$ cat src/common/err_irq_pkg.sv
package err_irq_pkg;
    // ------------------------------------------------------------------
    // Field widths and layouts
    // ------------------------------------------------------------------
    localparam int CODE_W = 4;
    localparam int RIS_W = 4;
    localparam int PID_W = 16;
    localparam int PMG_W = 8;
    localparam logic [CODE_W-1:0] CODE_NONE = 4'h0;
    localparam logic [RIS_W-1:0] RIS_NONE = 4'h0;
    localparam logic [PID_W-1:0] PID_ZERO = 16'h0000;
    localparam logic [31:0] WORD_ZERO = 32'h0000_0000;
    localparam logic [7:0] BYTE_ZERO = 8'h00;
    // Space select encodings on a request
    localparam logic SPACE_SECURE = 1'b0;
    localparam logic SPACE_NONSEC = 1'b1;
    localparam int SPACES = 2;
    localparam int IDX_S = 0;
    localparam int IDX_NS = 1;

    // Interrupt style
    typedef enum logic [0:0] {
        STYLE_LEVEL = 1'b0,
        STYLE_EDGE = 1'b1
    } irq_style_t;

    // Error status register contents
    typedef struct packed {
        logic [CODE_W-1:0] code;
        logic [RIS_W-1:0] resource_instance_select;
        logic [PID_W-1:0] pid;
        logic [PMG_W-1:0] monitor_group;
    } err_status_t;

    localparam err_status_t STATUS_RESET = '{CODE_NONE, RIS_NONE, PID_ZERO, BYTE_ZERO};

    // Hardware error report
    typedef struct packed {
        logic valid;
        logic space;           // 0 Secure, 1 Non-secure
        logic is_monitor;      // Monitor access, else configuration access
        logic [CODE_W-1:0] code;
        logic [RIS_W-1:0] part_ris;
        logic [RIS_W-1:0] mon_ris;
        logic [PID_W-1:0] pid;
        logic [PMG_W-1:0] monitor_group;
    } err_report_t;

    // Software write to status or control
    typedef struct packed {
        logic wr_status;
        logic wr_control;
        logic space;
        err_status_t status;
        logic irq_en;
    } sw_write_t;

    // Error message write settings for one space
    typedef struct packed {
        logic [31:0] addr_lo;
        logic [31:0] addr_hi;
        logic [31:0] attr;
        logic [31:0] data;
        logic [PID_W-1:0] ptag;
    } msi_cfg_t;

    localparam msi_cfg_t MSI_RESET = '{WORD_ZERO, WORD_ZERO, WORD_ZERO, WORD_ZERO, PID_ZERO};

    // Outgoing message write request
    typedef struct packed {
        logic valid;
        logic space;
        msi_cfg_t cfg;
    } msi_req_t;

    // Capability flags in feature identification register
    typedef struct packed {
        logic msi_support_flag;
        logic status_present_flag;
    } feat_flags_t;
endpackage

$ cat src/logic/err_space_unit.sv
`timescale 1ns/1ps
`default_nettype none
module err_space_unit
    import err_irq_pkg::*;
#(
    parameter bit HAS_ERRORS = 1'b1,
    parameter irq_style_t STYLE = STYLE_LEVEL
) (
    input wire logic mclk,
    input wire logic rst_b,
    input wire logic clk_en,
    input wire logic hw_set,
    input wire err_status_t hw_status,
    input wire logic sw_status_wr,
    input wire logic sw_control_wr,
    input wire err_status_t sw_status,
    input wire logic sw_irq_en,
    output err_status_t status_r,
    output logic irq_en_r,
    output logic irq_r,
    output logic edge_r
);
    // ------------------------------------------------------------------
    // Status register; hardware set wins over software write
    // ------------------------------------------------------------------
    always_ff @(posedge mclk or negedge rst_b) begin
        if (!rst_b) begin
            status_r <= STATUS_RESET;
        end else if (clk_en && HAS_ERRORS) begin
            if (hw_set) begin
                status_r <= hw_status;
            end else if (sw_status_wr) begin
                status_r <= sw_status;
            end
        end
    end

    // Control register, read-as-zero when no errors can occur
    always_ff @(posedge mclk or negedge rst_b) begin
        if (!rst_b) begin
            irq_en_r <= 1'b0;
        end else if (clk_en && HAS_ERRORS && sw_control_wr) begin
            irq_en_r <= sw_irq_en;
        end
    end

    // ------------------------------------------------------------------
    // Interrupt output for this space only
    // ------------------------------------------------------------------
    // Level tracks the status code one cycle late; edge is a one-cycle
    // pulse on hardware writes only, so software writes never pulse.
    always_ff @(posedge mclk or negedge rst_b) begin
        if (!rst_b) begin
            irq_r <= 1'b0;
            edge_r <= 1'b0;
        end else if (clk_en) begin
            edge_r <= HAS_ERRORS && hw_set;
            if (STYLE == STYLE_LEVEL) begin
                irq_r <= irq_en_r && (status_r.code != CODE_NONE);
            end else begin
                irq_r <= HAS_ERRORS && hw_set && irq_en_r;
            end
        end
    end
endmodule
`default_nettype wire

$ cat src/logic/partition_error_interrupt.sv
`timescale 1ns/1ps
`default_nettype none
// Function
// - Record detected errors; interrupt only while the enable bit is one.
// - Without possible errors, status and control read zero, writes ignored.
// - Separate Secure and Non-secure status and control, each for own interrupt.
// - Interrupt style is level or edge, chosen by parameter.
// - Edge style is the default, since HAS_MSI defaults to one.
// - Two interrupt outputs, Secure and Non-secure.
// - Level style: interrupt asserted while error code is non-zero.
// - Level style: software non-zero code write activates interrupt.
// - Message write support forces edge style.
// - Edge style: hardware error write produces an edge.
// - Edge style: software status write produces no edge.
// - Feature flags report message support and status presence.
// - Each space holds its own message write configuration set.
// - Space select zero uses Secure settings, one uses Non-secure.
// - Out-of-range partition or group values get no defined outcome.
// - Capture partition or monitor select value into status instance field.
// - ID read with undefined instance: flags zero, no error, no interrupt.
module partition_error_interrupt
    import err_irq_pkg::*;
#(
    parameter bit HAS_ERRORS = 1'b1,
    parameter bit HAS_MSI = 1'b1
) (
    input wire logic mclk,
    input wire logic rst_b,
    input wire logic clk_en,
    input wire err_report_t err_in,
    input wire sw_write_t sw_in,
    input wire logic msi_cfg_wr,
    input wire logic msi_cfg_space,
    input wire msi_cfg_t msi_cfg_in,
    input wire logic id_rd,
    input wire logic id_ris_defined,
    output err_status_t status_s_r,
    output err_status_t status_ns_r,
    output logic irq_en_s_r,
    output logic irq_en_ns_r,
    output logic irq_s_r,
    output logic irq_ns_r,
    output msi_req_t msi_r,
    output feat_flags_t feat_r
);
    // ------------------------------------------------------------------
    // Style selection
    // ------------------------------------------------------------------
    // Message writes only make sense for edges, so their presence forces
    // edge style; otherwise level is used as the safer default.
    localparam irq_style_t STYLE = HAS_MSI ? STYLE_EDGE : STYLE_LEVEL;

    // Builds the captured status from a hardware report
    function automatic err_status_t capture(input err_report_t r);
        err_status_t s;
        s.code = r.code;
        s.resource_instance_select = r.is_monitor ? r.mon_ris : r.part_ris;
        s.pid = r.pid; // taken as is, no range check
        s.monitor_group = r.monitor_group;
        return s;
    endfunction

    // ------------------------------------------------------------------
    // Per-space routing of events
    // ------------------------------------------------------------------
    logic [SPACES-1:0] hw_set;
    logic [SPACES-1:0] sw_st_wr;
    logic [SPACES-1:0] sw_ct_wr;
    err_status_t hw_st;
    err_status_t st_q [SPACES];
    logic en_q [SPACES];
    logic lvl_q [SPACES];
    logic edge_q [SPACES];

    // A zero code is not an error and never marks a space
    always_comb begin
        hw_st = capture(err_in);
        hw_set[IDX_S] = err_in.valid && err_in.code != CODE_NONE
            && err_in.space == SPACE_SECURE;
        hw_set[IDX_NS] = err_in.valid && err_in.code != CODE_NONE
            && err_in.space == SPACE_NONSEC;
        sw_st_wr[IDX_S] = sw_in.wr_status && sw_in.space == SPACE_SECURE;
        sw_st_wr[IDX_NS] = sw_in.wr_status && sw_in.space == SPACE_NONSEC;
        sw_ct_wr[IDX_S] = sw_in.wr_control && sw_in.space == SPACE_SECURE;
        sw_ct_wr[IDX_NS] = sw_in.wr_control && sw_in.space == SPACE_NONSEC;
    end

    // One independent unit per space keeps the interrupts apart
    genvar g;
    generate
        for (g = 0; g < SPACES; g++) begin : gen_space
            err_space_unit #(
                .HAS_ERRORS(HAS_ERRORS),
                .STYLE(STYLE)
            ) u_space (
                .mclk(mclk),
                .rst_b(rst_b),
                .clk_en(clk_en),
                .hw_set(hw_set[g]),
                .hw_status(hw_st),
                .sw_status_wr(sw_st_wr[g]),
                .sw_control_wr(sw_ct_wr[g]),
                .sw_status(sw_in.status),
                .sw_irq_en(sw_in.irq_en),
                .status_r(st_q[g]),
                .irq_en_r(en_q[g]),
                .irq_r(lvl_q[g]),
                .edge_r(edge_q[g])
            );
        end
    endgenerate

    // Outputs are the units' own flip-flops
    assign status_s_r = st_q[IDX_S];
    assign status_ns_r = st_q[IDX_NS];
    assign irq_en_s_r = en_q[IDX_S];
    assign irq_en_ns_r = en_q[IDX_NS];
    assign irq_s_r = lvl_q[IDX_S];
    assign irq_ns_r = lvl_q[IDX_NS];

    // ------------------------------------------------------------------
    // Message write configuration, one set per space
    // ------------------------------------------------------------------
    msi_cfg_t msi_cfg_r [SPACES];

    always_ff @(posedge mclk or negedge rst_b) begin
        if (!rst_b) begin
            msi_cfg_r[IDX_S] <= MSI_RESET;
            msi_cfg_r[IDX_NS] <= MSI_RESET;
        end else if (clk_en && HAS_MSI && msi_cfg_wr) begin
            msi_cfg_r[msi_cfg_space] <= msi_cfg_in;
        end
    end

    // ------------------------------------------------------------------
    // Message write request
    // ------------------------------------------------------------------
    // Secure wins if both spaces pulse at once; the reporting port carries
    // one error per cycle, so that never occurs in practice.
    always_ff @(posedge mclk or negedge rst_b) begin
        if (!rst_b) begin
            msi_r <= '{1'b0, SPACE_SECURE, MSI_RESET};
        end else if (clk_en) begin
            msi_r.valid <= 1'b0;
            if (HAS_MSI && hw_set[IDX_S] && en_q[IDX_S]) begin
                msi_r.valid <= 1'b1;
                msi_r.space <= SPACE_SECURE;
                msi_r.cfg <= msi_cfg_r[IDX_S];
            end else if (HAS_MSI && hw_set[IDX_NS] && en_q[IDX_NS]) begin
                msi_r.valid <= 1'b1;
                msi_r.space <= SPACE_NONSEC;
                msi_r.cfg <= msi_cfg_r[IDX_NS];
            end
        end
    end

    // ------------------------------------------------------------------
    // Feature identification flags
    // ------------------------------------------------------------------
    // An undefined instance reads all flags as zero and never errors.
    always_ff @(posedge mclk or negedge rst_b) begin
        if (!rst_b) begin
            feat_r <= '0;
        end else if (clk_en && id_rd) begin
            feat_r.msi_support_flag <= id_ris_defined && HAS_MSI;
            feat_r.status_present_flag <= id_ris_defined && HAS_ERRORS;
        end
    end
endmodule
`default_nettype wire

$ cat config.mk
export PLATFORM = sky130hd
export DESIGN_NAME = partition_error_interrupt
export DESIGN_NICKNAME = d
export VERILOG_FILES = /design/src/common/err_irq_pkg.sv /design/src/logic/err_space_unit.sv /design/src/logic/partition_error_interrupt.sv
export SDC_FILE = /design/constraint.sdc
export NUM_CORES = 1
export LEC_CHECK = 0
export BUFFER_PORTS_ARGS = -buffer_cell sky130_fd_sc_hd__buf_4
export CELL_PAD_IN_SITES_DETAIL_PLACEMENT = 1
export CELL_PAD_IN_SITES_GLOBAL_PLACEMENT = 2
export CORE_MARGIN = 2
export CORE_UTILIZATION = 37
export CTS_CLUSTER_DIAMETER = 150
export DETAILED_ROUTE_END_ITERATION = 12
export HOLD_SLACK_MARGIN = 0.02
export PLACE_DENSITY = 0.77
export SYNTH_ARGS = -nofsm -noshare
export SYNTH_HDL_FRONTEND = slang
export SYNTH_SLANG_ARGS = --single-unit
$ cat constraint.sdc
create_clock -name mclk -period 2 [get_ports mclk]
set_input_delay 0.2 -clock mclk [delete_from_list [all_inputs] [get_ports mclk]]
set_output_delay 0.2 -clock mclk [all_outputs]
set_load 0.05 [all_outputs]
Word level (Yosys, flattened, before mapping)
Index checks and enable logic that the tools add are counted.
{"block": "classes", "magnitude_cmp": 2, "muxes": 10, "bitwise_logic": 3, "reduce_logical": 21}
{"cell": "146-bit two-way mux", "count": 2}
{"cell": "288-bit bitwise mux", "count": 1}
{"cell": "144-bit demux with 1-bit select", "count": 1}
{"cell": "144-bit two-way mux", "count": 1}
{"cell": "32-bit two-way mux", "count": 4}
{"cell": "1-bit logical AND", "count": 14}
{"cell": "2-bit AND reduction", "count": 3}
{"cell": "2-bit nonzero test", "count": 3}
{"cell": "4-bit two-way mux", "count": 1}
{"cell": "4-bit nonzero test", "count": 1}
{"cell": "2-bit greater-or-equal comparator, second input constant", "count": 1}
{"cell": "2-bit by 1-bit less-than comparator with 1-bit output, second input constant", "count": 1}
{"cell": "1-bit NOT", "count": 2}
{"cell": "1-bit NOT with 2-bit output", "count": 1}
{"block": "word_totals", "reg_bits": 503, "inputBits": 226, "out_inout_bits": 216, "wordCells": 66}

Depth between registers and ports, before layout
{"block": "logic_depth", "word_depth": 6, "mapped_depth": 7}

Hierarchy
Synthesis repeated with hierarchy kept, for this count alone.
{"block": "unflattened", "cells_unflattened": 1456, "hier_area_um2": 20774.9}
{"module": "partition_error_interrupt", "instances": 1, "cells_each": 1132, "area_each_um2": 17459.2}
{"module": "err_space_unit", "instances": 2, "cells_each": 162, "area_each_um2": 1657.8}

Least setup slack after synthesis
Ideal clock, no wire load.
{"block": "synth_timing", "path_kind": "register -> register", "start": "register gen_space[1].u_space.irq_en_r", "end": "register msi_r[100] (netlist bit)", "setup_ns": 0.126, "arrival_ns": 1.804, "required_time_ns": 1.874, "slack_ns": 0.070, "path_stages_with_launch": 7, "synth_period_minus_slack_ns": 1.930, "cell_sequence": "dfrtp_1 > mux2i_1 > or3_1 > buf_2 > buf_6 > buf_6 > a221o_1"}
{"block": "synth_between", "elab_chain_cells": 3}
{"element": "start: declaration", "line_no": "err_space_unit.sv:19", "rtl": "output logic irq_en_r,"}
{"element": "start signal: assignment", "line_no": "err_space_unit.sv:43", "rtl": "irq_en_r <= sw_irq_en;"}
{"element": "1-bit logical AND", "line_no": "partition_error_interrupt.sv:149", "rtl": "end else if (HAS_MSI && hw_set[IDX_NS] && en_q[IDX_NS]) begin"}
{"element": "2-bit nonzero test (no source line)"}
{"element": "2-bit AND reduction (no source line)"}
{"element": "end signal: assignment", "line_no": "partition_error_interrupt.sv:142", "rtl": "msi_r <= '{1'b0, SPACE_SECURE, MSI_RESET};"}
{"element": "end: declaration", "line_no": "partition_error_interrupt.sv:43", "rtl": "output msi_req_t msi_r,"}
No other way between the ends.
A chain may end at the register's enable or synchronous reset.

Worst setup path in the final report
{"block": "layout_timing", "start": "register gen_space[0].u_space.irq_en_r", "end": "register msi_r[80] (netlist bit)"}
{"block": "layout_between", "elab_chain_cells": 3, "elab_cells_between_ends": 4, "classes_between": "1 x mux; 3 x reduce/logical"}
{"element": "start: declaration", "line_no": "err_space_unit.sv:19"}
{"element": "start signal: assignment", "line_no": "err_space_unit.sv:43"}
{"element": "1-bit logical AND (*)", "line_no": "partition_error_interrupt.sv:145", "rtl": "if (HAS_MSI && hw_set[IDX_S] && en_q[IDX_S]) begin"}
{"element": "2-bit nonzero test (no source line)"}
{"element": "2-bit AND reduction (no source line)"}
Mark *: on every way between the ends. The rest lies on a longest branch, timed or not.

==> run metrics <==
Nets 2364; Pwr Density approximately 1200 mW/mm²; Worst Path Max Fanout 94; status complete, no violations; met1 WL 29.7 mm; Syn. warnings 0; Clock transition at path regs 0.06 ns; Post-Synthesis Cells ~1500; relative slew slack 59.4%; critical path class reg -> reg; Pre-antenna DRT Iters 5; DR iter-0 viols 821; routability cong. 0.797; CTS tree built; hold path start err_in[25]; Synth area leaders dfrtp_1, mux2_2, a221o_1; Die Span Y 243 µm; Antenna Nets Post-Route 0; wire length on met2 35.0 mm; Critical Path End Type flop; reg2reg path depth 3; Peak VDD IR 0.938 mV; cell area after synthesis between 0.02 and 0.025 mm²; library cells used by synthesis 38; area delta synth->final 41.4%; EDFF count, synth 0; Worst R2R Start gen_space[0].u_space.irq_en_r; syn_nets 1722; skew final about 0.015 ns; die area 0.0590 mm²; CTS root buf clkbuf_16; Synth top cells by count dfrtp_1, mux2_2, a221o_1; Seq/Total Area, Yosys 59.6%; P_leak 13.0 nW; CTS HTree Levels 2; DRC viols 0; total I/O pin count 442; Initial Util between 30% and 40%; Top Metal Used met5; first-pass GRT wire length between 100 and 150 mm; Tcrit/Tclk final between 90 and 100%; slew of the pin with the lowest slew margin 0.609 ns; Setup violations, final 0; Async SR Flop Fraction 100%; largest net degree at the start of global routing 119; Met3 Wirelength 4.26 mm; die width ~240 µm; vias per cell 5.48; vias roughly 16000; grt total ovfl 0; Worst Path Required approximately 2.5 ns; hold worst-path end gen_space[1].u_space.status_r[25]; Tmin final 1.88 ns; Max Slew Vio Count 0; Detail Placement HPWL 43.7 mm; Final Util 52.9%; Routed WL per cell 24.1 µm; final setup TNS 0 ns; clock latency at the later pin of the worst-skew pair 0.59 ns; WL final 70.7 mm; Synth Register Bits 503; Startpoint Class flop; layout cell share with drive strength beyond 1 43.5%; initial antenna violation count 9; most numerous cell in the Yosys netlist dfrtp_1; clk buf depth 3; Critical R2R Capture msi_r[80]; clk sinks 503; area share of the largest cell type after synthesis 59.6%; dominant cell type by area after synthesis dfrtp_1; R2R setup slack between 0.1 and 0.15 ns; TritonCTS buffer count 54; Max-Cap Viols 0; Fin. Hold Viols 0; Rows 87; min-delay worst type in -> reg; Post-CTS Setup Inserts 0; Fmax 532 MHz; crit path DAT ~2.4 ns; CORE AREA 0.0564 mm²; worst slack at placement 0.114 ns; Synth Flop Type dfrtp_1; vias in the first global route 17916; WHS Path Cells 4; global-route usage over all layers a little under a quarter; PortBufs 441; final setup margin ~0.12 ns; Avg Cell Area, Syn 14.1 µm²; RSZ-0062 raised after global routing no
final cells by class:
| type | count | area [µm²] |
|---|---|---|
| Multi-Input combinational cell | 808 | 7770 |
| Timing Repair Buffer | 737 | 6600 |
| Inverter | 34 | 128 |
| Clock inverter | 13 | 185 |
| Tap cell | 756 | 946 |
| Antenna cell | 5 | 12.5 |
| Sequential cell | 503 | 12600 |
| Fill cell | 5632 | 26500 |
| Clock buffer | 81 | 1620 |
registers in the layout, summed over array words and instances, names as in the netlist:
signal / cells
msi_cfg_r: 288
feat_r: 1
gen_space.u_space.irq_en_r: 2
gen_space.u_space.irq_r: 2
gen_space.u_space.status_r: 64
msi_r: 146
layer usage:
metal / GRT usage [%] / vias up
li1: - / 7027
met1: 30.7 / 8496
met2: 40.3 / 453
met3: 4.96 / 105
met4: 6.69 / 8
met5: 0 / -
report_power, final:
group	switching (mW)	internal, mW	leakage [nW]
clock	4.15	6.08	0.887
sequential	1.58	12.7	6.02
combinational	7.76	4.86	6.12
worst max path at each step:
stage | cells past startpoint | slack, ns | endpoint | from
after CTS | 3 | 0.19 | msi_r[66] | gen_space[0].u_space.irq_en_r
final | 3 | 0.12 | msi_r[80] | gen_space[0].u_space.irq_en_r
after detailed placement | 5 | 0.11 | msi_r[80] | err_in[34]
after floorplan | 6 | 0.07 | msi_r[100] | gen_space[1].u_space.irq_en_r
after global routing | 3 | 0.07 | msi_r[80] | gen_space[0].u_space.irq_en_r
after global placement | 5 | 0.16 | msi_r[77] | err_in[34]
what timing repair did:
action                    CTS  global route
resized for setup           0             0
hold buffers              229             0
hold endpoints to repair  526             0
cells by family after synthesis:
logic type / synth area share (%)
flip-flops: 59.6
multiplexers: 15.8
AND/OR/NAND/NOR: 8.87
AO/OA/AOI/OAI: 11.9
buffers and inverters: 3.85
per-stage QoR:
stage               hold WS, ns  power, mW  std cells  instance area [µm²]
finish                   0.0430       37.1       2937                29800
global placement          0.202       26.1       2609                25700
detailed placement        0.201       26.5       2609                25700
CTS                      0.0211       37.3       2932                29800
global route             0.0419       38.6       2937                29800
floorplan               -0.0956       21.9       1496                21100
worst max-delay path: stages, from the launching register on:
cell and delay (ns):
dfrtp_1 0.39, nor4b_2 0.52, buf_12 0.45, a221o_1 0.29
cells in the final DEF, fill, tap and decap left out, drive strengths merged, types with 2 or more instances in the layout:
master / n
o2bb2ai: 2
buf: 508
o221a: 56
mux2: 291
or4: 5
clkinv: 8
nand3: 2
o211ai: 4
clkinvlp: 2
mux2i: 5
nand2: 3
and3: 2
nand3b: 2
nor3b: 144
o21ai: 2
dlygate4sd3: 229
diode: 5
clkbuf: 81
nand4: 32
a221o: 148
o2111ai: 31
inv: 33
dfrtp: 503
nand2b: 29
bufinv: 4
a21oi: 5
a21o: 2
nor2: 5
nand4b: 29
No activity file was read; power rests on OpenSTA's default activity.
